$ cat config.mk
export PLATFORM = sky130hd
export DESIGN_NAME = ctr_top
export DESIGN_NICKNAME = d
export VERILOG_FILES = /design/src/core/ctr_pkg.sv /design/src/core/ctr_filter.sv /design/src/core/ctr_top.sv
export VERILOG_INCLUDE_DIRS = /design/src /design/src/core
export SDC_FILE = /design/constraint.sdc
export NUM_CORES = 1
export LEC_CHECK = 0
export ABC_AREA = 0
export BUFFER_PORTS_ARGS = -buffer_cell sky130_fd_sc_hd__clkbuf_2
export CAP_MARGIN = 20
export CORE_UTILIZATION = 60
export CTS_CLUSTER_DIAMETER = 150
export DETAILED_ROUTE_END_ITERATION = 6
export HOLD_SLACK_MARGIN = 0.08
export PLACE_DENSITY = 0.94
export SLEW_MARGIN = 25
export SYNTH_ARGS = -nofsm -noshare
export SYNTH_HDL_FRONTEND = slang
export SYNTH_SLANG_ARGS = --single-unit
$ cat constraint.sdc
create_clock -name i_clk -period 8.2 [get_ports i_clk]
set_input_delay 0.82 -clock i_clk [delete_from_list [all_inputs] [get_ports i_clk]]
set_output_delay 0.82 -clock i_clk [all_outputs]
set_load 0.05 [all_outputs]
$ cat src/core/ctr_params.svh
// Register offsets, field positions and reset values of the trip block
`ifndef CTR_PARAMS_SVH
`define CTR_PARAMS_SVH

// ----------------------------------------------------------------
// Register byte offsets
// ----------------------------------------------------------------
`define CTR_OFF_CTRL 6'h00
`define CTR_OFF_FILT 6'h04
`define CTR_OFF_STAT 6'h08
`define CTR_OFF_SCLR 6'h0C
`define CTR_OFF_RMAX 6'h10
`define CTR_OFF_RSTEP 6'h14
`define CTR_OFF_DAC 6'h18
`define CTR_OFF_ISTAT 6'h1C
`define CTR_OFF_IMASK 6'h20

// ----------------------------------------------------------------
// Field positions
// ----------------------------------------------------------------
`define CTR_CTRL_REINIT 0
`define CTR_CTRL_TRIPWIN 1
`define CTR_FILT_THR_LSB 16
`define CTR_STAT_FILT 0
`define CTR_STAT_LATCH 1
`define CTR_STAT_RUN 2
`define CTR_IRQ_LATCH 0
`define CTR_IRQ_STOP 1

// ----------------------------------------------------------------
// Reset values
// ----------------------------------------------------------------
`define CTR_RST_PRESCALE 10'h001
`define CTR_RST_THRESH 5'h01
`define CTR_RST_RMAX 16'hFFFF
`define CTR_RST_RSTEP 16'h0001

`endif

$ cat src/core/ctr_pkg.sv
// Types shared by the trip latch and ramp block
`default_nettype none

package ctr_pkg;

    // Ramp generator state
    typedef enum logic [1:0] {
        CTR_RAMP_IDLE = 2'b01,
        CTR_RAMP_RUN = 2'b10
    } ctr_ramp_type;

endpackage : ctr_pkg

`default_nettype wire

$ cat src/core/ctr_filter.sv
// Digitizer, sample prescaler and vote filter of the comparator output
`default_nettype none

module ctr_filter
    import ctr_pkg::*;
#(
    parameter int PRE_W = 10,
    parameter int THR_W = 5
) (
    input wire logic i_clk,
    input wire logic i_rst_n,
    input wire logic i_cmp,
    input wire logic i_reinit,
    input wire logic [PRE_W-1:0] i_prescale,
    input wire logic [THR_W-1:0] i_thresh,
    output logic o_filt_out
);

    generate
        if (PRE_W < 1 || PRE_W > 16 || THR_W < 1 || THR_W > 8) begin : g_chk
            $error("ctr_filter: unsupported width");
        end
    endgenerate

    // ----------------------------------------------------------------
    // Sampling
    // ----------------------------------------------------------------
    logic dig_reg;
    logic [PRE_W-1:0] pre_reg;
    logic [THR_W-1:0] vote_reg;
    logic [THR_W-1:0] vote_next;
    logic filt_reg;
    logic filt_next;
    wire logic [PRE_W-1:0] pre_lim;
    wire logic [THR_W-1:0] thr_lim;
    wire logic tick;

    // Zero settings behave as one, so the filter never stalls
    assign pre_lim = (i_prescale == '0) ? PRE_W'(1) : i_prescale;
    assign thr_lim = (i_thresh == '0) ? THR_W'(1) : i_thresh;
    assign tick = (pre_reg >= pre_lim - PRE_W'(1));

    always_comb begin
        vote_next = vote_reg;
        if (tick && dig_reg && vote_reg < thr_lim) begin
            vote_next = vote_reg + THR_W'(1);
        end else if (tick && !dig_reg && vote_reg != '0) begin
            vote_next = vote_reg - THR_W'(1);
        end
        filt_next = filt_reg;
        if (vote_next >= thr_lim) begin
            filt_next = 1'b1;
        end else if (vote_next == '0) begin
            filt_next = 1'b0;
        end
    end

    // Reinit empties the sample history at once instead of waiting it out
    always_ff @(posedge i_clk or negedge i_rst_n) begin
        if (!i_rst_n) begin
            dig_reg <= 1'b0;
            pre_reg <= '0;
            vote_reg <= '0;
            filt_reg <= 1'b0;
        end else if (i_reinit) begin
            dig_reg <= 1'b0;
            pre_reg <= '0;
            vote_reg <= '0;
            filt_reg <= 1'b0;
        end else begin
            dig_reg <= i_cmp;
            pre_reg <= tick ? '0 : pre_reg + PRE_W'(1);
            vote_reg <= vote_next;
            filt_reg <= filt_next;
        end
    end

    assign o_filt_out = filt_reg;

endmodule : ctr_filter

`default_nettype wire

$ cat src/core/ctr_top.sv
// Comparator trip latch, ramp generator and register slave
`default_nettype none
`include "ctr_params.svh"

module ctr_top
    import ctr_pkg::*;
#(
    parameter int DAC_W = 16,
    parameter int PRE_W = 10,
    parameter int THR_W = 5
) (
    input wire logic i_clk,
    input wire logic i_rst_n,
    input wire logic i_cmp_high,
    input wire logic i_pwm_sync_pulse,
    input wire logic [5:0] i_avs_address,
    input wire logic i_avs_read,
    input wire logic i_avs_write,
    input wire logic [31:0] i_avs_writedata,
    output logic [31:0] o_avs_readdata,
    output logic o_avs_waitrequest,
    output logic o_trip_latch,
    output logic o_high_comparator_status,
    output logic [DAC_W-1:0] o_dac_value,
    output logic o_irq
);

    generate
        if (DAC_W < 4 || DAC_W > 16 || PRE_W > 16 || THR_W > 8) begin : g_chk
            $error("ctr_top: unsupported width");
        end
    endgenerate

    // ----------------------------------------------------------------
    // Bus slave
    // ----------------------------------------------------------------
    logic ack_reg;
    logic [31:0] rdata_reg;
    logic tripwin_reg;
    logic [PRE_W-1:0] pre_reg;
    logic [THR_W-1:0] thr_reg;
    logic [DAC_W-1:0] rmax_reg;
    logic [DAC_W-1:0] rstep_reg;
    logic [1:0] istat_reg;
    logic [1:0] istat_next;
    logic [1:0] imask_reg;
    logic [31:0] rd_mux;

    // One wait state: the first cycle of a request latches read data
    // Writes commit only at the edge that sees waitrequest low
    wire logic req = i_avs_read | i_avs_write;
    wire logic take = req & ~ack_reg;
    wire logic wr = i_avs_write & ack_reg;
    wire logic [5:0] addr = {i_avs_address[5:2], 2'b00};
    wire logic wr_ctrl = wr && addr == `CTR_OFF_CTRL;
    wire logic wr_filt = wr && addr == `CTR_OFF_FILT;
    wire logic wr_sclr = wr && addr == `CTR_OFF_SCLR;
    wire logic wr_rmax = wr && addr == `CTR_OFF_RMAX;
    wire logic wr_rstep = wr && addr == `CTR_OFF_RSTEP;
    wire logic wr_istat = wr && addr == `CTR_OFF_ISTAT;
    wire logic wr_imask = wr && addr == `CTR_OFF_IMASK;

    assign o_avs_waitrequest = req & ~ack_reg;

    always_ff @(posedge i_clk or negedge i_rst_n) begin
        if (!i_rst_n) begin
            ack_reg <= 1'b0;
        end else begin
            ack_reg <= take;
        end
    end

    always_ff @(posedge i_clk or negedge i_rst_n) begin
        if (!i_rst_n) begin
            rdata_reg <= 32'h0000_0000;
        end else if (take && i_avs_read) begin
            rdata_reg <= rd_mux;
        end
    end

    // ----------------------------------------------------------------
    // Configuration registers
    // ----------------------------------------------------------------
    wire logic reinit = wr_ctrl & i_avs_writedata[`CTR_CTRL_REINIT];
    wire logic sw_clear = wr_sclr & i_avs_writedata[0];

    always_ff @(posedge i_clk or negedge i_rst_n) begin
        if (!i_rst_n) begin
            tripwin_reg <= 1'b0;
            pre_reg <= PRE_W'(`CTR_RST_PRESCALE);
            thr_reg <= THR_W'(`CTR_RST_THRESH);
            rmax_reg <= DAC_W'(`CTR_RST_RMAX);
            rstep_reg <= DAC_W'(`CTR_RST_RSTEP);
            imask_reg <= 2'h0;
        end else begin
            if (wr_ctrl) begin
                tripwin_reg <= i_avs_writedata[`CTR_CTRL_TRIPWIN];
            end
            if (wr_filt) begin
                pre_reg <= i_avs_writedata[PRE_W-1:0];
                thr_reg <= i_avs_writedata[`CTR_FILT_THR_LSB +: THR_W];
            end
            if (wr_rmax) begin
                rmax_reg <= i_avs_writedata[DAC_W-1:0];
            end
            if (wr_rstep) begin
                rstep_reg <= i_avs_writedata[DAC_W-1:0];
            end
            if (wr_imask) begin
                imask_reg <= i_avs_writedata[1:0];
            end
        end
    end

    // ----------------------------------------------------------------
    // Filter and trip latch
    // ----------------------------------------------------------------
    logic filt_out;
    logic latch_reg;
    logic latch_next;
    logic hs_reg;

    ctr_filter #(
        .PRE_W(PRE_W),
        .THR_W(THR_W)
    ) u_filter (
        .i_clk(i_clk),
        .i_rst_n(i_rst_n),
        .i_cmp(i_cmp_high),
        .i_reinit(reinit),
        .i_prescale(pre_reg),
        .i_thresh(thr_reg),
        .o_filt_out(filt_out)
    );

    wire logic clr_any = sw_clear | i_pwm_sync_pulse;
    // Filter status rising is the trip event that stops the ramp
    wire logic hs_rise = filt_out & ~hs_reg;

    // Clear wins in its own cycle; a still-high filter re-sets next clock
    always_comb begin
        latch_next = latch_reg;
        if (clr_any) begin
            latch_next = 1'b0;
        end else if (filt_out) begin
            latch_next = 1'b1;
        end
    end

    always_ff @(posedge i_clk or negedge i_rst_n) begin
        if (!i_rst_n) begin
            latch_reg <= 1'b0;
            hs_reg <= 1'b0;
        end else begin
            latch_reg <= latch_next;
            hs_reg <= filt_out;
        end
    end

    // ----------------------------------------------------------------
    // Ramp generator
    // ----------------------------------------------------------------
    ctr_ramp_type ramp_reg;
    ctr_ramp_type ramp_next;
    logic [DAC_W-1:0] dac_reg;
    logic [DAC_W-1:0] dac_next;
    logic stop_evt;

    function automatic logic [DAC_W-1:0] sat_sub(
        input logic [DAC_W-1:0] a,
        input logic [DAC_W-1:0] b
    );
        sat_sub = (a > b) ? a - b : '0;
    endfunction : sat_sub

    // Legacy mode lets the trip beat a coincident sync, as older silicon did
    wire logic sync_ok = i_pwm_sync_pulse & ~(tripwin_reg & hs_rise);

    always_comb begin
        ramp_next = ramp_reg;
        dac_next = dac_reg;
        stop_evt = 1'b0;
        case (ramp_reg)
            CTR_RAMP_IDLE: begin
                if (sync_ok) begin
                    ramp_next = CTR_RAMP_RUN;
                    dac_next = rmax_reg;
                end
            end
            CTR_RAMP_RUN: begin
                if (sync_ok) begin
                    dac_next = rmax_reg;
                end else if (hs_rise) begin
                    ramp_next = CTR_RAMP_IDLE;
                    stop_evt = 1'b1;
                end else begin
                    dac_next = sat_sub(dac_reg, rstep_reg);
                end
            end
            default: begin
                ramp_next = CTR_RAMP_IDLE;
            end
        endcase
    end

    // Idle keeps dac_reg untouched until the next sync restarts it
    always_ff @(posedge i_clk or negedge i_rst_n) begin
        if (!i_rst_n) begin
            ramp_reg <= CTR_RAMP_IDLE;
            dac_reg <= '0;
        end else begin
            ramp_reg <= ramp_next;
            dac_reg <= dac_next;
        end
    end

    // ----------------------------------------------------------------
    // Interrupts
    // ----------------------------------------------------------------
    wire logic [1:0] ev = {stop_evt, latch_next & ~latch_reg};
    wire logic [1:0] w1c = wr_istat ? i_avs_writedata[1:0] : 2'h0;

    // A new event in the clearing cycle survives
    always_comb begin
        istat_next = (istat_reg & ~w1c) | ev;
    end

    always_ff @(posedge i_clk or negedge i_rst_n) begin
        if (!i_rst_n) begin
            istat_reg <= 2'h0;
        end else begin
            istat_reg <= istat_next;
        end
    end

    // ----------------------------------------------------------------
    // Read mux and outputs
    // ----------------------------------------------------------------
    wire logic run = (ramp_reg == CTR_RAMP_RUN);

    always_comb begin
        rd_mux = 32'h0000_0000;
        case (addr)
            `CTR_OFF_CTRL: rd_mux[`CTR_CTRL_TRIPWIN] = tripwin_reg;
            `CTR_OFF_FILT: begin
                rd_mux[PRE_W-1:0] = pre_reg;
                rd_mux[`CTR_FILT_THR_LSB +: THR_W] = thr_reg;
            end
            // Software reads the filter bit here before clearing the latch
            `CTR_OFF_STAT: begin
                rd_mux[`CTR_STAT_FILT] = filt_out;
                rd_mux[`CTR_STAT_LATCH] = latch_reg;
                rd_mux[`CTR_STAT_RUN] = run;
            end
            `CTR_OFF_RMAX: rd_mux[DAC_W-1:0] = rmax_reg;
            `CTR_OFF_RSTEP: rd_mux[DAC_W-1:0] = rstep_reg;
            `CTR_OFF_DAC: rd_mux[DAC_W-1:0] = dac_reg;
            `CTR_OFF_ISTAT: rd_mux[1:0] = istat_reg;
            `CTR_OFF_IMASK: rd_mux[1:0] = imask_reg;
            default: rd_mux = 32'h0000_0000;
        endcase
    end

    assign o_avs_readdata = rdata_reg;
    assign o_trip_latch = latch_reg;
    assign o_high_comparator_status = filt_out;
    assign o_dac_value = dac_reg;
    assign o_irq = |(istat_reg & imask_reg);

    // Helper: cycles the comparator has stayed high since a disturbance
    logic [31:0] hi_cnt;
    wire logic [31:0] pre_e = (pre_reg == '0) ? 32'h0000_0001 : 32'(pre_reg);
    wire logic [31:0] thr_e = (thr_reg == '0) ? 32'h0000_0001 : 32'(thr_reg);
    wire logic [31:0] lat_max = 32'h0000_0001 + pre_e + thr_e * pre_e;

    always_ff @(posedge i_clk or negedge i_rst_n) begin
        if (!i_rst_n) begin
            hi_cnt <= 32'h0000_0000;
        end else if (!i_cmp_high || clr_any || reinit || wr_filt || latch_reg) begin
            hi_cnt <= 32'h0000_0000;
        end else begin
            hi_cnt <= hi_cnt + 32'h0000_0001;
        end
    end
endmodule : ctr_top

`default_nettype wire

* Word-level counts from Yosys, hierarchy flattened
Index checks and enable logic that the tools add are counted.
** Storage, ports and cells
- Output and inout port bits :: 52
- Register bits :: 111
** Cells by class
- Magnitude comparators :: 4
- Add/subtract/negate cells :: 5
- Reduce and logical (&&, ||, !) cells :: 23
- Mux-type cells :: 32
- Equal/unequal tests :: 14
- Bitwise gates (word level) :: 18
** Operator list (number)
- 2-to-1 mux 16 bit :: 4
- one-hot mux 16 bit (2 select lines) :: 1
- 2-to-1 mux 10 bit :: 3
- one-hot mux 7 bit (4 select lines) :: 1
- 2-to-1 mux 5 bit :: 5
- one-hot mux 6 bit (3 select lines) :: 1
- equality test 4 x 3 -> 1 bit (second input constant) :: 4
- greater-than comparator 16 bit :: 1
- subtractor 16 bit :: 1
- logical AND 1 bit :: 12
- adder 10 x 1 -> 10 bit (second input constant) :: 1
- greater-or-equal comparator 10 bit :: 1
- logical NOT 10 bit :: 1
- logical NOT 5 bit :: 2
- subtractor 10 x 1 -> 10 bit (second input constant) :: 1
- 2-to-1 mux 1 bit :: 9
- bitwise AND 1 bit :: 8
- equality test 4 x 2 -> 1 bit (second input constant) :: 2
- 2-to-1 mux 2 bit :: 4
- one-hot mux 1 bit (8 select lines) :: 1
- one-hot mux 1 bit (7 select lines) :: 1
- logical NOT 6 bit :: 1
- != test 2 bit (second input constant) :: 3
- AND reduction 3 bit :: 2
- 21 further kinds :: 26

* Depth between registers and ports, before layout
- Word-level depth :: 12
- Depth in mapped cells :: 21
- Gate-level depth less buffers :: 21

* By module
From an unflattened synthesis, not the netlist that was laid out.
** Second synthesis, totals
- Cells, all modules :: 686
- Area, all modules :: 6750.2 sq um
** By module, submodules not included
- ctr_top :: instances 1, area each 5232.5 sq um, cells an instance 509
- ctr_filter :: instances 1, area each 1517.7 sq um, cells an instance 177

* Least setup slack after synthesis
OpenSTA, ideal clock, no wires.
- Path kind :: flip-flop to flip-flop
- Start :: reg pre_reg[4]
- End :: reg u_filter.filt_reg, in the netlist u_filter.o_filt_out
- Required time :: 8.062 ns
- Stages on the path, launching flop included :: 21
- Data arrival time :: 4.479 ns
- Buffers on the path :: 0
- Path slack :: 3.584 ns
- Clock period less this slack :: 4.616 ns
- Library setup time :: 0.138 ns
- Cells stage by stage :: dfrtp_1 -> or4_1 -> nor4_1 -> a31oi_1 -> ha_1 -> inv_1 -> or3_1 -> xor2_1 -> ha_1 -> a21oi_1 -> a211oi_1 -> a2111o_1 -> o211ai_2 -> mux2_2 -> o21ai_1 -> ha_1 -> a21o_1 -> a21o_1 -> maj3_2 -> a21oi_1 -> a21oi_1
** On the way
- Cells in the longest elaborated chain, start to end :: 11
- Elaborated cells between the ends (all ways) :: 15
- Classes of those cells :: 1 x add/sub; 2 x order compare; 5 x mux; 7 x reduce/logical
** Ends and longest elaborated chain
- from (decl) :: line ctr_top.sv:40 : logic [PRE_W-1:0] pre_reg;
- from (signal assigned) :: line ctr_top.sv:90 : pre_reg <= PRE_W'(`CTR_RST_PRESCALE);
- from (signal assigned) :: line ctr_top.sv:100 : pre_reg <= i_avs_writedata[PRE_W-1:0];
- logical NOT 10 bit
- 2-to-1 mux 10 bit (*) :: line ctr_filter.sv:39 : assign pre_lim = (i_prescale == '0) ? PRE_W'(1) : i_prescale;
- subtractor 10 x 1 -> 10 bit (*) :: line ctr_filter.sv:41 : assign tick = (pre_reg >= pre_lim - PRE_W'(1));
- greater-or-equal comparator 10 bit (*) :: line ctr_filter.sv:41
- logical AND 1 bit (2 in series) :: line ctr_filter.sv:47 : end else if (tick && !dig_reg && vote_reg != '0) begin
- 2-to-1 mux 5 bit :: line ctr_filter.sv:47
- 2-to-1 mux 5 bit (*) :: line ctr_filter.sv:45 : if (tick && dig_reg && vote_reg < thr_lim) begin
- greater-or-equal comparator 5 bit :: line ctr_filter.sv:51 : if (vote_next >= thr_lim) begin
- 2-to-1 mux 1 bit :: line ctr_filter.sv:51
- 2-to-1 mux 1 bit :: line ctr_filter.sv:65 : end else if (i_reinit) begin
- to (signal assigned) :: line ctr_filter.sv:74 : filt_reg <= filt_next;
- to (decl) :: line ctr_filter.sv:32 : logic filt_reg;
Every way passes the cells marked *; elsewhere a longest branch is shown, timed or not.
A chain may end at the register's enable or synchronous reset.

* Final worst setup path
- Start :: reg pre_reg[3]
- End :: reg u_filter.filt_reg, in the netlist u_filter.o_filt_out
Same word-level chain as after synthesis.

==> results.md <==
* Outcome: finished, final reports clean
* Count of cell types in the netlist at 67
* Worst Slack Setup Final at 2.80 ns
* Slowest cell on the critical path: or4_1
* Die H at 106 µm
* DP HPWL at 11,900 µm
* Post-synth top area cell: dfrtp_1
* Drt first pass iters at 5
* Fmax at 0.185 GHz
* Type of the most critical hold path: primary input to async pin
* Die ar. at 11,200 µm²
* Post-CTS resize count at 0
* CP required at 8.46 ns
* WS Path Type: register to register
* CTS buffer count at 9
* Seq/Total Area, Yosys at 0.433
* Die width at 106 µm
* Worst Setup End Kind: register
* Fin util at 0.685
* Clk_lat worst skew at 0.39 ns
* Largest net degree at the start of global routing at 85
* Syn Std Cell Area at 6480 µm²
* Max-cap violation count at 0
* Final hold slack at 0.329 ns
* Worst path bufs/invs at 1
* Yosys reg bits at 111
* Syn_area_per_cell at 9.66 µm²
* RR Endpoint: u_filter.o_filt_out
* Initial core utilization at 0.622
* Pwr/cell area at 338 nW/µm²
* Yosys top cell area share at 0.351
* Vias in the first global route at 5,639
* Leading post-synthesis cells by cell area: dfrtp_1 35%, dfstp_2 8.1%, ha_1 7.3%
* RSZ-0062 raised after global routing: no
* Yosys warnings at 0
* Final hold violation count at 0
* CTS tree: yes
* Max stage delay on crit path at 0.61 ns
* Crit-path max FO at 6
* Depth of the CTS H-tree at 3
* Sum Neg Setup Slack at 0 ns
* Initial drt markers at 577
* R2R Setup Slk at 2.80 ns
* Io pins at 96
* Minimum clock period at 5.40 ns
* Synth cell count leaders: 91 x dfrtp_1, 71 x nand2_1, 60 x o21ai_0, 54 x nor2_1
* Ys async rst share at 1.00
* Hold-fix buffers at CTS at 0
* Final cycle utilization of the critical path at 0.658
* Top_reg_cell synth: dfrtp_1
* Worst reg2reg startpoint: pre_reg[3]
* Worst-path clk slew at 0.10 ns
* Share of layout cells above drive strength 1 at 0.223
* WL/cell at 18.6 µm
* P_leak at 3.33 nW
* Setup crit start kind: register
* Max-slew headroom at 0.338
* Final Skew at 0.0159 ns
* Post-synth EDFFs at 0
* Critical-path cell list: or4_1 > nor4_1 > a31oi_1 > ha_1 > inv_1 > or3_1 > xor2_1 > ha_1 > a21oi_1 > a211oi_1 > a2111o_1 > o21ai_2 > o21ai_0 > mux2_2 > o21ai_1 > ha_1 > a21o_1 > a21o_1 > maj3_2 > a21oi_1 > a21oi_1
* Port buffer count at 71
* Antenna violations before repair at 0
* Fill cells at 755
* Peak supply drop at 256 µV
* Gr usage total at 0.303
* Total congestion overflow at 0
* Pins Over Slew Limit at 0
* Synth-to-Final Area Change at 10.2%
* Setup WS pre-CTS at 2.96 ns
* Via count at 5,589
* Measured slew at the worst slew-check pin at 0.991 ns
* Worst-case clock buffer depth at 2
* Top-count cell post-synth: dfrtp_1
* First-pass GRT wire length at 26,800 µm
* Antenna Cells at 0
* Via/cell ratio at 6.39
* R2R cell count at 21
* Max reg flops at 21
* Gpl congestion at 0.864
* Core ar. at 10,400 µm²
* Post-Syn Instances at 671
* Clk sinks at 111
* # rows at 37
* Endpoints failing setup at 0
* Total wire length at 16,300 µm
* Routed Antenna Nets at 0
* Area occupied by multi-input gates at 3400 µm²
* DRC Markers at 0
* Family with the most delay on the worst path: compound AO/OA/AOI/OAI gates
* Postcts setup bufs at 0
* Clk root buf: clkbuf_8
* Arr. time, crit path at 5.66 ns
* Storage element area at 2800 µm²
* Fin nets at 817
==> worst max-delay path by stage <==
stage / from / endpoint / depth (start not counted)
floorplan: pre_reg[4] / u_filter.o_filt_out / 20
global placement: pre_reg[3] / u_filter.o_filt_out / 21
detailed placement: pre_reg[3] / u_filter.o_filt_out / 21
CTS: pre_reg[3] / u_filter.o_filt_out / 21
global route: pre_reg[3] / u_filter.o_filt_out / 21
finish: pre_reg[3] / u_filter.o_filt_out / 21
==> placed cells by master, fill, tap and decap left out, types with 3 or more instances in the layout <==
cell type  Yosys  routed
xor2_1        11      11
dfrtp_1       91      91
mux2_2        29      29
clkbuf_2       0      70
conb_1         1      11
nand2_1       71      71
clkinv_2       0       3
a22o_1        10      10
a22oi_1       12      12
mux2i_1       16      16
ha_1          38      38
clkbuf_8       0      11
o21a_1         3       3
dfstp_2       20      20
nand3_1       11      11
o21ai_0       60      60
nand2b_1      10      10
a221oi_1       6       6
nor2b_1       11      10
nor2_1        54      54
o21ai_1        3       3
a31oi_1        4       4
a31o_2         3       3
nor4_1         4       3
buf_4         11       5
inv_1         38      38
o32a_1         3       3
nand4_1        6       6
xnor2_1       19      19
a21oi_1       34      34
and3_1         3       3
o211ai_2       4       4
a21o_1        11      11
a32oi_1        4       4
nor3_1        12      11
==> kinds of logic (layout without fill, tap and decap cells) <==
group / after synthesis / in the layout / synth area share
and+or+nand+nor: 192 / 192 / 0.135
AOI/OAI and AO/OA: 175 / 175 / 0.181
buffers and inverters: 75 / 133 / 0.0514
adders and majority gates: 40 / 40 / 0.0782
DFF: 111 / 111 / 0.433
muxes: 46 / 46 / 0.0786
xor gates and xnor gates: 31 / 31 / 0.0431
other: 1 / 11 / 0.000579
==> layer usage <==
| layer | track usage | routed length, µm | vias to the layer above |
|---|---|---|---|
| li1 | - | - | 2490 |
| met1 | 0.398 | 6430 | 2723 |
| met2 | 0.490 | 7930 | 324 |
| met3 | 0.0625 | 1450 | 52 |
| met4 | 0.129 | 478 | 0 |
| met5 | 0 | 0 | - |
==> area by class of cell <==
| type | count | share of cell area |
|---|---|---|
| clock buffers | 12 | 0.0217 |
| clock inverters | 4 | 0.00631 |
| inverters | 40 | 0.0210 |
| multi-input cells | 495 | 0.477 |
| flip-flops and latches | 111 | 0.393 |
| well taps | 136 | 0.0238 |
| repair buffers | 77 | 0.0575 |
==> worst register-to-register path, delay by kind of cell (launching register included) <==
kind	cells	cell delay (ns)
simple gates	3	1.04
flops	1	0.46
xor+xnor	1	0.20
fa+ha+maj	4	1.16
mux	1	0.28
buf+inv	1	0.10
compound gates	11	2.03
==> stage by stage <==
stage / instances / power [W] / area [µm²]
2_1_floorplan: 681 / 0.00175 / 6520
4_1_cts: 875 / 0.00239 / 7130
5_1_grt: 875 / 0.00255 / 7140
3_3_place_gp: 858 / 0.00196 / 6920
3_5_place_dp: 859 / 0.00204 / 6930
6_report: 875 / 0.00241 / 7140
==> report_power, final <==
part / leakage [nW] / switching (W) / internal, W
clock: 0.106 / 0.000183 / 0.000157
combinational: 1.88 / 0.000765 / 0.000443
sequential: 1.35 / 0.000154 / 0.000709
total: 3.33 / 0.00110 / 0.00131
(Power assumes the default switching activity.)
